--- config.mk ---
export PLATFORM = sky130hd
export DESIGN_NAME = sram_cycle_ctrl
export DESIGN_NICKNAME = d
export VERILOG_FILES = /design/src/sram_cycle_pkg.sv /design/src/burst_if.sv /design/src/burst_counter.sv /design/src/sram_cycle_ctrl.sv
export SDC_FILE = /design/constraint.sdc
export NUM_CORES = 1
export LEC_CHECK = 0
export BUFFER_PORTS_ARGS = -buffer_cell sky130_fd_sc_hd__buf_2
export CELL_PAD_IN_SITES_DETAIL_PLACEMENT = 2
export CELL_PAD_IN_SITES_GLOBAL_PLACEMENT = 2
export CORE_ASPECT_RATIO = 1.2
export CORE_MARGIN = 2
export CORE_UTILIZATION = 22
export DETAILED_ROUTE_END_ITERATION = 12
export GPL_TIMING_DRIVEN = 0
export PLACE_DENSITY = 0.76
export SYNTH_ARGS = -nofsm -noshare
export SYNTH_HDL_FRONTEND = slang
export SYNTH_HIERARCHICAL = 1
export SYNTH_SLANG_ARGS = --single-unit
--- constraint.sdc ---
create_clock -name clk -period 3.25 [get_ports clk]
set_input_delay 0.1625 -clock clk [delete_from_list [all_inputs] [get_ports clk]]
set_output_delay 0.1625 -clock clk [all_outputs]
set_load 0.05 [all_outputs]
--- src/sram_cycle_pkg.sv ---
// shared constants and types for the synchronous burst sram cycle control
// assumes one clock domain; imported whole by every design module
//
// What this block does
// - processor strobe with chip selected starts read
// - writes only after controller start or burst continuation
// - write when global write, or gate plus lane
// - controller strobe plus write starts write burst
// - read start needs all selects, else deselect
// - both strobes high, step low: advance counter
// - both strobes high, step high: hold address
// - primary select high ignores processor strobe
// - data drive combines cycle type, output enable
// - write cycles mask output enable internally
// - read drives all bits only with enable low
// - gate low writes each selected lane plus parity
// - global write writes all lanes, overrides others
// - processor strobe low with primary select low ignores controller strobe
// - order select picks linear or interleaved sequence
// - sleep request snoozes after two cycles, tristated
package sram_cycle_pkg;

  // wide variant: four lanes of nine bits, 18-bit word address
  localparam int WIDE_LANES = 4;
  localparam int WIDE_ADDR_WIDTH = 18;
  // narrow variant: two lanes of nine bits, 19-bit word address
  localparam int NARROW_LANES = 2;
  localparam int NARROW_ADDR_WIDTH = 19;
  // one lane is eight data bits plus one parity bit
  localparam int LANE_BITS = 9;
  // burst counter covers the two low address bits
  localparam int BURST_BITS = 2;
  localparam logic [1:0] BURST_FIRST = 2'h0;
  localparam logic [1:0] BURST_ONE = 2'h1;
  // snooze entry and exit time, in clock periods
  localparam int SNOOZE_PERIODS = 2;
  localparam int CLK_PERIOD_NS = 10;
  localparam int SNOOZE_NS = SNOOZE_PERIODS * CLK_PERIOD_NS;
  localparam logic [1:0] SNOOZE_CYCLES = 2'(SNOOZE_NS / CLK_PERIOD_NS);

  // cycle type latched at each edge
  typedef enum logic [1:0] {CYC_DESEL, CYC_READ, CYC_WRITE} cycle_type;
  // power state around the sleep request
  typedef enum logic [1:0] {PWR_RUN, PWR_ENTER, PWR_SNOOZE, PWR_WAKE} power_type;

endpackage : sram_cycle_pkg

--- src/burst_if.sv ---
// carrier between the cycle decoder and the burst counter
// assumes both ends sit on the same clock
`timescale 1ns/1ps
interface burst_if;
  logic load; // take a new start address
  logic step; // move to the next burst address
  logic [1:0] start_low; // low address bits at load
  logic order_interleaved; // high selects interleaved order
  logic [1:0] addr_low; // current low address bits

  modport decoder (output load, output step, output start_low, output order_interleaved,
                   input addr_low);
  modport counter (input load, input step, input start_low, input order_interleaved,
                   output addr_low);
endinterface : burst_if

--- src/burst_counter.sv ---
// two-bit wraparound burst counter, linear or interleaved order
// assumes load and step come from logic on the same clock
`timescale 1ns/1ps
module burst_counter
  import sram_cycle_pkg::*;
(
  input wire logic clk, // system clock
  input wire logic sys_rst, // synchronous reset, active high
  input wire logic clk_en, // freezes all state while low
  burst_if.counter bus // load, step and current address
);

  logic [1:0] start_ff; // first address of the burst
  logic [1:0] count_ff; // steps taken since the start
  logic [1:0] low_ff; // address presented to the core
  logic [1:0] nxt_count; // count after one more step
  logic [1:0] nxt_low; // address after one more step

  // interleaved order xors the step count into the start, linear adds it
  assign nxt_count = count_ff + BURST_ONE;
  assign nxt_low = bus.order_interleaved ? (start_ff ^ nxt_count)
                                         : (start_ff + nxt_count);
  assign bus.addr_low = low_ff;

  // load wins over step; holding is simply neither
  always_ff @(posedge clk) begin
    if (sys_rst) begin
      start_ff <= BURST_FIRST;
      count_ff <= BURST_FIRST;
      low_ff <= BURST_FIRST;
    end else if (clk_en) begin
      if (bus.load) begin
        start_ff <= bus.start_low;
        count_ff <= BURST_FIRST;
        low_ff <= bus.start_low;
      end else if (bus.step) begin
        count_ff <= nxt_count;
        low_ff <= nxt_low;
      end
    end
  end
endmodule : burst_counter

--- src/sram_cycle_ctrl.sv ---
// cycle control of a synchronous flow-through burst sram
// assumes bus inputs are synchronous to clk; sleep and order pins are not,
// output enable is asynchronous and only ever gates the data drive
`timescale 1ns/1ps
module sram_cycle_ctrl
  import sram_cycle_pkg::*;
#(
  parameter int LANES = WIDE_LANES,
  parameter int ADDR_WIDTH = WIDE_ADDR_WIDTH
) (
  input wire logic clk, // system clock
  input wire logic sys_rst, // synchronous reset, active high
  input wire logic clk_en, // freezes all state while low
  input wire logic chip_select_primary_n, // primary select, low active
  input wire logic chip_select_depth_high, // depth select, high active
  input wire logic chip_select_depth_low_n, // depth select, low active
  input wire logic processor_address_strobe_n, // processor strobe
  input wire logic controller_address_strobe_n, // controller strobe
  input wire logic burst_step_n, // advance the burst when low
  input wire logic global_write_n, // write all lanes when low
  input wire logic byte_write_gate_n, // qualifies lane selects
  input wire logic [LANES-1:0] byte_lane_select_n, // per-lane write select
  input wire logic burst_order_sel, // high interleaved, low linear
  input wire logic sleep_request, // asynchronous snooze request
  input wire logic output_enable_n, // asynchronous output enable
  input wire logic [ADDR_WIDTH-1:0] addr_in, // external word address
  input wire logic [LANES*LANE_BITS-1:0] dq_in, // data lines, input side
  input wire logic [LANES*LANE_BITS-1:0] core_rdata, // core read data
  output logic [LANES*LANE_BITS-1:0] dq_out, // data lines, output side
  output logic dq_oe, // data lines driven when high
  output logic [ADDR_WIDTH-1:0] core_addr, // address used this cycle
  output logic [LANES-1:0] core_lane_we, // lanes written this edge
  output logic [LANES*LANE_BITS-1:0] core_wdata, // write data to the core
  output logic snoozing // device in snooze, high active
);

  // synchronisers for the two pins from outside the clock domain
  logic sleep_meta_ff; // first stage, read only by the second
  logic sleep_sync_ff; // synchronised sleep request
  logic order_meta_ff; // first stage, read only by the second
  logic order_sync_ff; // synchronised burst order select

  // cycle state
  cycle_type cycle_ff; // type of the cycle begun at the last edge
  cycle_type nxt_cycle; // type chosen at the coming edge
  power_type power_ff; // snooze state
  power_type nxt_power; // next snooze state
  logic [1:0] pwr_cnt_ff; // cycles spent entering or waking
  logic [1:0] nxt_pwr_cnt; // next value of the above
  logic burst_live_ff; // a burst is in progress
  logic [ADDR_WIDTH-1:0] addr_hi_ff; // upper address bits of the burst
  logic [LANES-1:0] lane_we_ff; // lane write strobes
  logic [LANES*LANE_BITS-1:0] wdata_ff; // captured write data
  logic snooze_ff; // registered snooze flag

  burst_if bif ();

  burst_counter u_counter (
    .clk(clk),
    .sys_rst(sys_rst),
    .clk_en(clk_en),
    .bus(bif.counter)
  );

  // decode of the sampled control inputs
  wire running = (power_ff == PWR_RUN) && !sleep_sync_ff;
  wire sel_all = !chip_select_primary_n && chip_select_depth_high
                 && !chip_select_depth_low_n;
  // processor strobe only counts while the primary select is low
  wire processor_address_strobe_n_go = !processor_address_strobe_n && !chip_select_primary_n;
  // controller strobe is ignored under a live processor strobe
  wire controller_address_strobe_n_go = !controller_address_strobe_n && !processor_address_strobe_n_go;
  wire any_lane = !(&byte_lane_select_n);
  wire write_ind = !global_write_n || (!byte_write_gate_n && any_lane);
  wire [LANES-1:0] lane_sel = global_write_n
                              ? ({LANES{!byte_write_gate_n}} & ~byte_lane_select_n)
                              : {LANES{1'b1}};
  wire start_burst = running && (processor_address_strobe_n_go || controller_address_strobe_n_go) && sel_all;
  wire carry_on = running && !processor_address_strobe_n_go && !controller_address_strobe_n_go && burst_live_ff;
  wire do_write = (controller_address_strobe_n_go && start_burst && write_ind) || (carry_on && write_ind);

  assign bif.load = clk_en && start_burst;
  assign bif.step = clk_en && carry_on && !burst_step_n;
  assign bif.start_low = addr_in[1:0];
  assign bif.order_interleaved = order_sync_ff;

  // choose the cycle type for the coming edge
  always_comb begin
    nxt_cycle = CYC_DESEL;
    if (!running) begin
      nxt_cycle = CYC_DESEL; // snooze: every input ignored
    end else if (processor_address_strobe_n_go) begin
      nxt_cycle = sel_all ? CYC_READ : CYC_DESEL;
    end else if (controller_address_strobe_n_go) begin
      if (!sel_all) begin
        nxt_cycle = CYC_DESEL;
      end else begin
        nxt_cycle = write_ind ? CYC_WRITE : CYC_READ;
      end
    end else if (burst_live_ff) begin
      nxt_cycle = write_ind ? CYC_WRITE : CYC_READ;
    end
  end

  // snooze sequencing: two cycles in, two cycles out
  always_comb begin
    nxt_power = power_ff;
    nxt_pwr_cnt = pwr_cnt_ff;
    case (power_ff)
      PWR_RUN: begin
        if (sleep_sync_ff) begin
          nxt_power = PWR_ENTER;
          nxt_pwr_cnt = 2'h1;
        end
      end
      PWR_ENTER: begin
        if (pwr_cnt_ff >= SNOOZE_CYCLES) begin
          nxt_power = PWR_SNOOZE;
        end else begin
          nxt_pwr_cnt = pwr_cnt_ff + 2'h1;
        end
      end
      PWR_SNOOZE: begin
        if (!sleep_sync_ff) begin
          nxt_power = PWR_WAKE;
          nxt_pwr_cnt = 2'h1;
        end
      end
      PWR_WAKE: begin
        if (pwr_cnt_ff >= SNOOZE_CYCLES) begin
          nxt_power = PWR_RUN;
        end else begin
          nxt_pwr_cnt = pwr_cnt_ff + 2'h1;
        end
      end
      default: begin
        nxt_power = PWR_RUN;
        nxt_pwr_cnt = 2'h0;
      end
    endcase
  end

  // two-flop synchronisers; sleep and order are never read at stage one
  always_ff @(posedge clk) begin
    if (sys_rst) begin
      sleep_meta_ff <= 1'b0;
      sleep_sync_ff <= 1'b0;
      order_meta_ff <= 1'b1;
      order_sync_ff <= 1'b1;
    end else if (clk_en) begin
      sleep_meta_ff <= sleep_request;
      sleep_sync_ff <= sleep_meta_ff;
      order_meta_ff <= burst_order_sel;
      order_sync_ff <= order_meta_ff;
    end
  end

  // power state and snooze flag
  always_ff @(posedge clk) begin
    if (sys_rst) begin
      power_ff <= PWR_RUN;
      pwr_cnt_ff <= 2'h0;
      snooze_ff <= 1'b0;
    end else if (clk_en) begin
      power_ff <= nxt_power;
      pwr_cnt_ff <= nxt_pwr_cnt;
      snooze_ff <= (nxt_power != PWR_RUN);
    end
  end

  // cycle type and burst bookkeeping; a pending access dies at snooze entry
  always_ff @(posedge clk) begin
    if (sys_rst) begin
      cycle_ff <= CYC_DESEL;
      burst_live_ff <= 1'b0;
    end else if (clk_en) begin
      cycle_ff <= nxt_cycle;
      burst_live_ff <= (nxt_cycle != CYC_DESEL);
    end
  end

  // address capture and write strobes to the core
  always_ff @(posedge clk) begin
    if (sys_rst) begin
      addr_hi_ff <= '0;
      lane_we_ff <= '0;
      wdata_ff <= '0;
    end else if (clk_en) begin
      if (start_burst) begin
        addr_hi_ff <= addr_in;
      end
      lane_we_ff <= do_write ? lane_sel : '0;
      if (do_write) begin
        wdata_ff <= dq_in;
      end
    end
  end

  // the counter supplies the two low address bits
  assign core_addr = {addr_hi_ff[ADDR_WIDTH-1:BURST_BITS], bif.addr_low};
  assign core_lane_we = lane_we_ff;
  assign core_wdata = wdata_ff;
  assign snoozing = snooze_ff;
  // flow-through: core data goes straight out; output enable is never
  // registered so it stays a pure gate, at the cost of a combinational path
  assign dq_out = core_rdata;
  assign dq_oe = (cycle_ff == CYC_READ) && !output_enable_n && !snooze_ff;
endmodule : sram_cycle_ctrl

==> results of run 1 <==
[cell families after synthesis]
family | synth area share
AOI/OAI and AO/OA | 0.181
xor gates and xnor gates | 0.0149
adders and majority gates | 0.00764
buffers and inverters | 0.133
DFF | 0.453
muxes | 0.0612
and+or+nand+nor | 0.149
[layer usage]
metal	global-route usage	vias to the layer above	wire length, µm
met3	0.0453	17	943
li1	-	1634	-
met1	0.161	1632	4650
met2	0.275	130	6350
met4	0.0589	0	229
met5	0	-	0
[per-stage QoR]
| step | cell area, µm² | utilization | instances | hold slack, ns |
|---|---|---|---|---|
| final | 4690 | 0.324 | 760 | 0.0540 |
| after floorplan | 3270 | - | 376 | 0.285 |
| after global routing | 4690 | 0.324 | 759 | 0.0595 |
| after global placement | 4350 | 0.301 | 742 | 0.383 |
| after CTS | 4680 | 0.324 | 758 | 0.0454 |
| after detailed placement | 4350 | 0.301 | 742 | 0.406 |
[cell usage in the layout, fill, tap and decap left out, drive strengths merged, types with 4 or more instances in the layout]
cell type and instances:
nor2 28, o21ai 42, clkbuf 32, nand2 14, a211o 4, nand3 38
mux2i 20, inv 6, buf 212, dfxtp 74, a21oi 47
[power groups by stage]
stage / clock network (mW) / logic, mW / registers, mW
after floorplan: 0 / 0.191 / 0.980
after global placement: 0 / 0.323 / 0.948
after detailed placement: 0 / 0.332 / 0.949
after CTS: 1.15 / 0.333 / 0.928
after global routing: 1.19 / 0.352 / 0.930
final: 1.10 / 0.328 / 0.929
[cell type report]
class                      instances  area (µm²)
tap                              200         250
clock inverter                     4        73.8
multi-input combinational        230        1360
fill                            1694        9780
buffer                            66         413
antenna                            2        5.00
timing repair buffer             166         831
inverter                           6        22.5
clock buffer                      12         256
sequential                        74        1480
[path summary, 6_finish.rpt]
kind | cells past startpoint | end | slack (ns)
setup / recovery | 10 | u_counter/bus.addr_low[0] | 0.43
setup reg to reg | 10 | u_counter/bus.addr_low[0] | 0.43
hold reg to reg | 2 | u_counter/bus.addr_low[0] | 0.46
hold / removal | 3 | addr_hi_ff[9] | 0.05
[worst reg2reg max path, stage by stage (launching register included)]
cell	delay [ns]
dfxtp_1	0.31
buf_6	0.13
or4b_4	0.57
or4_4	0.54
buf_6	0.17
buf_6	0.16
inv_1	0.06
buf_2	0.22
o21ai_1	0.19
or2_1	0.28
a21oi_1	0.14
[flip-flops by register name, summed over array words and instances (netlist names), 2 cells and up]
signal and flops:
core_wdata 36, core_lane_we 4, cycle_ff 2, u_counter/start_ff 2, power_ff 2, addr_hi_ff 16, u_counter/bus.addr_low 2, pwr_cnt_ff 2
u_counter/count_ff 2
==> flow_metrics.tcl, run 1 <==
set metrics [dict create \
    status "finished, final reports clean" \
    overflow 0 \
    switching_share 0.261 \
    p_int_mw 1.74 \
    rows 48 \
    setup_viol 0 \
    mappedNetlistArea_um2 3270 \
    ir_worst_vdd_mv 0.182 \
    crit_slowest_cell "or4b_4" \
    cts_buffers 9 \
    pin_count 204 \
    ys_types 41 \
    cp_max_fo 10 \
    ys_top_cells_by_count "dfxtp_1 (74), a21oi_1 (47), o21ai_0 (41), nand3_1 (38), buf_4 (36)" \
    max_freq_mhz 354 \
    yosys_warnings 6 \
    crit_start "power_ff[0]" \
    synth.most_common_cell "dfxtp_1" \
    post-route-period-util 0.869 \
    post-place-ws_ns 0.298 \
    cts_tree "yes" \
    crit_type "register to register" \
    pwr-share-seq 0.393 \
    grt_first_pass_wirelength_um 18500 \
    final_max_slew_viol_count 0 \
    cpLargestDelayFamily "simple AND/OR/NAND/NOR gates" \
    dieArea_um2 15900 \
    p_comb_frac 0.139 \
    critPathMaxStageDelay_ns 0.57 \
    vias_per_cell 4.49 \
    max-cap-violations 0 \
    drive_above_1_share 0.414 \
    syn_to_final_growth_pct 43.3 \
    maxSlewHeadroom 0.357 \
    clock_sinks 74 \
    start_kind "register" \
    synth_largest_area_cell "dfxtp_1" \
    synth.top_cell.area_share 0.453 \
    ctsHoldBuffers 0 \
    antenna_found_initial 2 \
    fin_setup_tns_ns 0 \
    drcViolationCount 0 \
    min_period_ns 2.82 \
    switchingPower_mw 0.617 \
    dr.first_iter.drc_count 79 \
    worst_pin_slew_ns 0.959 \
    nNetsFinal 663 \
    avgSynthCellArea_um2 8.71 \
    synthArstFlopShare 0 \
    yosysSeqAreaShare 0.453 \
    synth_seq_cells 74 \
    hpwl_um 9540 \
    post_cts_resized 0 \
    cts_setup_buffers 0 \
    cp-end-kind "register" \
    start_util 0.226 \
    synthFlopType "dfxtp_1" \
    routed_wl_um 12200 \
    pwr-share-clk 0.468 \
    place_congestion 0.753 \
    grt_pass1_vias 3693 \
    crit_top_cell "buf_6" \
    grt_start_max_net_pins 13 \
    p_leak_nw 2.23 \
    cp_num_buf_inv 5 \
    clock_latency_ns 0.34 \
    htreeDepth 3 \
    drt_pass1_iterations 4 \
    synthesis.nets 486 \
    cts_buffer_depth 2 \
    min-delay-start "addr_in[9]" \
    wire_per_inst_um 16.0 \
    grt_use_total 0.151 \
    rr_startpoint "power_ff[0]" \
    die_x_um 115 \
    num_vias 3413 \
    power_density_nw_per_um2 503 \
    cp_cell_sequence "buf_6 > or4b_4 > or4_4 > buf_6 > buf_6 > inv_1 > buf_2 > o21ai_1 > or2_1 > a21oi_1" \
    fin_worst_skew_ns 0.00430 \
    clk_pin_slew_ns 0.06 \
    ys_top_cells_by_area "dfxtp_1 (45%), buf_4 (8.3%), a21oi_1 (7.2%), o21ai_0 (6.3%), mux2i_1 (6.1%)" \
    core_area_um2 14500 \
    rsz0062_at_grt "false" \
    power_mw 2.36 \
    syn_inst 376 \
    hold_violations 0 \
    clockRootBuffer "clkbuf_16" \
    critical_path_required_ns 3.51 \
    ant_nets 0 \
    hp-class "input port to register" \
    crit_arrival_ns 3.09 \
    die_h_um 138 \
    port_buffers 166 \
    setup_ws_ns 0.425 \
    synth_enable_flop_cells 0 \
]
No activity file was read; power rests on OpenSTA's default activity.
==> inputs of run 2 (changes only) <==
Settings changed: PLACE_DENSITY 0.76 to 0.88.
==> run 2 against run 1 <==
  * Die area stayed put
  * Sequential share of layout area is essentially flat
  * Routed wire length increased by 2.2%
  * Maximum frequency decreased by 1.5%
  * Clock skew grew 0.0015 ns
  * Critical endpoint is now u_counter/bus.addr_low[1]
  * Largest cell class unchanged
  * Largest power group unchanged
  * Highest routed layer unchanged
==> flow_metrics.tcl, run 2 (synthesis gave the netlist of run 1 again) <==
set metrics [dict create \
    status "finished, final reports clean" \
    grt_pass1_vias 3734 \
    dr.first_iter.drc_count 99 \
    core_area_um2 14500 \
    ir_worst_vdd_mv 0.158 \
    clock_latency_ns 0.34 \
    place_congestion 0.764 \
    wire_per_inst_um 16.4 \
    hpwl_um 10000 \
    overflow 0 \
    switching_share 0.261 \
    antenna_found_initial 0 \
    switchingPower_mw 0.621 \
    grt_start_max_net_pins 13 \
    cts_tree "yes" \
    cts_setup_buffers 0 \
    cp_max_fo 10 \
    grt_first_pass_wirelength_um 19200 \
    regToRegSetupSlack_ns 0.38 \
    p_comb_frac 0.138 \
    crit_type "register to register" \
    power_density_nw_per_um2 508 \
    p_leak_nw 2.23 \
    dieArea_um2 15900 \
    syn_to_final_growth_pct 43.4 \
    crit_arrival_ns 3.08 \
    dpl.cell_count 742 \
    max-cap-violations 0 \
    die_x_um 115 \
    ant_nets 0 \
    max_freq_mhz 349 \
    pin_count 204 \
    routed_wl_um 12400 \
    drive_above_1_share 0.416 \
    num_vias 3418 \
    worst_pin_slew_ns 1.03 \
    fin_worst_skew_ns 0.00584 \
    final_max_slew_viol_count 0 \
    clk_pin_slew_ns 0.06 \
    rows 48 \
    cp-end-kind "register" \
    start_kind "register" \
    fin_util 0.324 \
    ctsHoldBuffers 0 \
    post_cts_resized 0 \
    start_util 0.226 \
    post-route-period-util 0.883 \
    drcViolationCount 0 \
    maxSlewHeadroom 0.310 \
    drt_pass1_iterations 4 \
    setup_viol 0 \
    fin_cells 758 \
    diodes 0 \
    fin_setup_tns_ns 0 \
    htreeDepth 3 \
    cts_buffers 9 \
    cts_buffer_depth 2 \
    rsz0062_at_grt "false" \
    clock_sinks 74 \
    critical_path_required_ns 3.46 \
    die_h_um 138 \
    final_cell_mix "buf_2 (172), dfxtp_1 (74), a21oi_1 (47), o21ai_0 (41), nand3_1 (38)" \
    hp-class "input port to register" \
    pwr-share-seq 0.389 \
    layout_commonest_cell "buf_2" \
    largest_register_ffs 36 \
    port_buffers 166 \
    vias_per_cell 4.51 \
    nNetsFinal 663 \
    clockRootBuffer "clkbuf_16" \
    grt_use_total 0.156 \
    pwr-share-clk 0.473 \
    min_period_ns 2.87 \
    hold_violations 0 \
    p_int_mw 1.76 \
]
[run 2: metrics by stage]
step	setup WS [ns]	instance area [µm²]	power [mW]	hold slack, ns
final	0.382	4690	2.38	0.0500
after global routing	0.240	4690	2.48	0.0395
after CTS	0.365	4690	2.42	0.0413
after detailed placement	0.256	4350	1.28	0.400
after global placement	0.386	4350	1.27	0.392
after floorplan	0.678	3270	1.17	0.285
[run 2: layout make-up]
type | count | area [µm²]
inverter | 6 | 22.5
tap | 200 | 250
fill | 1686 | 9780
clock buffer | 12 | 267
clock inverter | 4 | 72.6
multi-input combinational | 230 | 1360
timing repair buffer | 166 | 831
sequential | 74 | 1480
buffer | 66 | 413
[run 2: layer usage]
layer,share of wire,up-vias,GRT usage
met5,0,-,0
met4,0.021,0,0.0663
met3,0.062,17,0.0356
met2,0.55,130,0.299
met1,0.37,1642,0.159
li1,-,1629,-
[run 2: critical path, cell delays in order, from the launching register on]
cell	delay, ns
dfxtp_1	0.31
buf_6	0.13
or4b_4	0.57
or4_4	0.54
buf_6	0.17
buf_6	0.16
inv_1	0.06
buf_2	0.21
o21ai_1	0.20
a31oi_1	0.29
o41ai_2	0.12
[run 2: power groups by stage]
stage	Sequential (mW)	Combinational [mW]	Clock (mW)
global route	0.930	0.353	1.20
finish	0.929	0.328	1.13
floorplan	0.980	0.191	0
global placement	0.948	0.322	0
detailed placement	0.949	0.332	0
CTS	0.929	0.334	1.16
[run 2: final timing paths]
check | to | startpoint | cells past startpoint
worst max-delay path | u_counter/bus.addr_low[1] | power_ff[0] | 10
worst min-delay path | order_meta_ff | burst_order_sel | 2
worst max register to register | u_counter/bus.addr_low[1] | power_ff[0] | 10
worst min register to register | u_counter/bus.addr_low[0] | u_counter/bus.addr_low[0] | 2
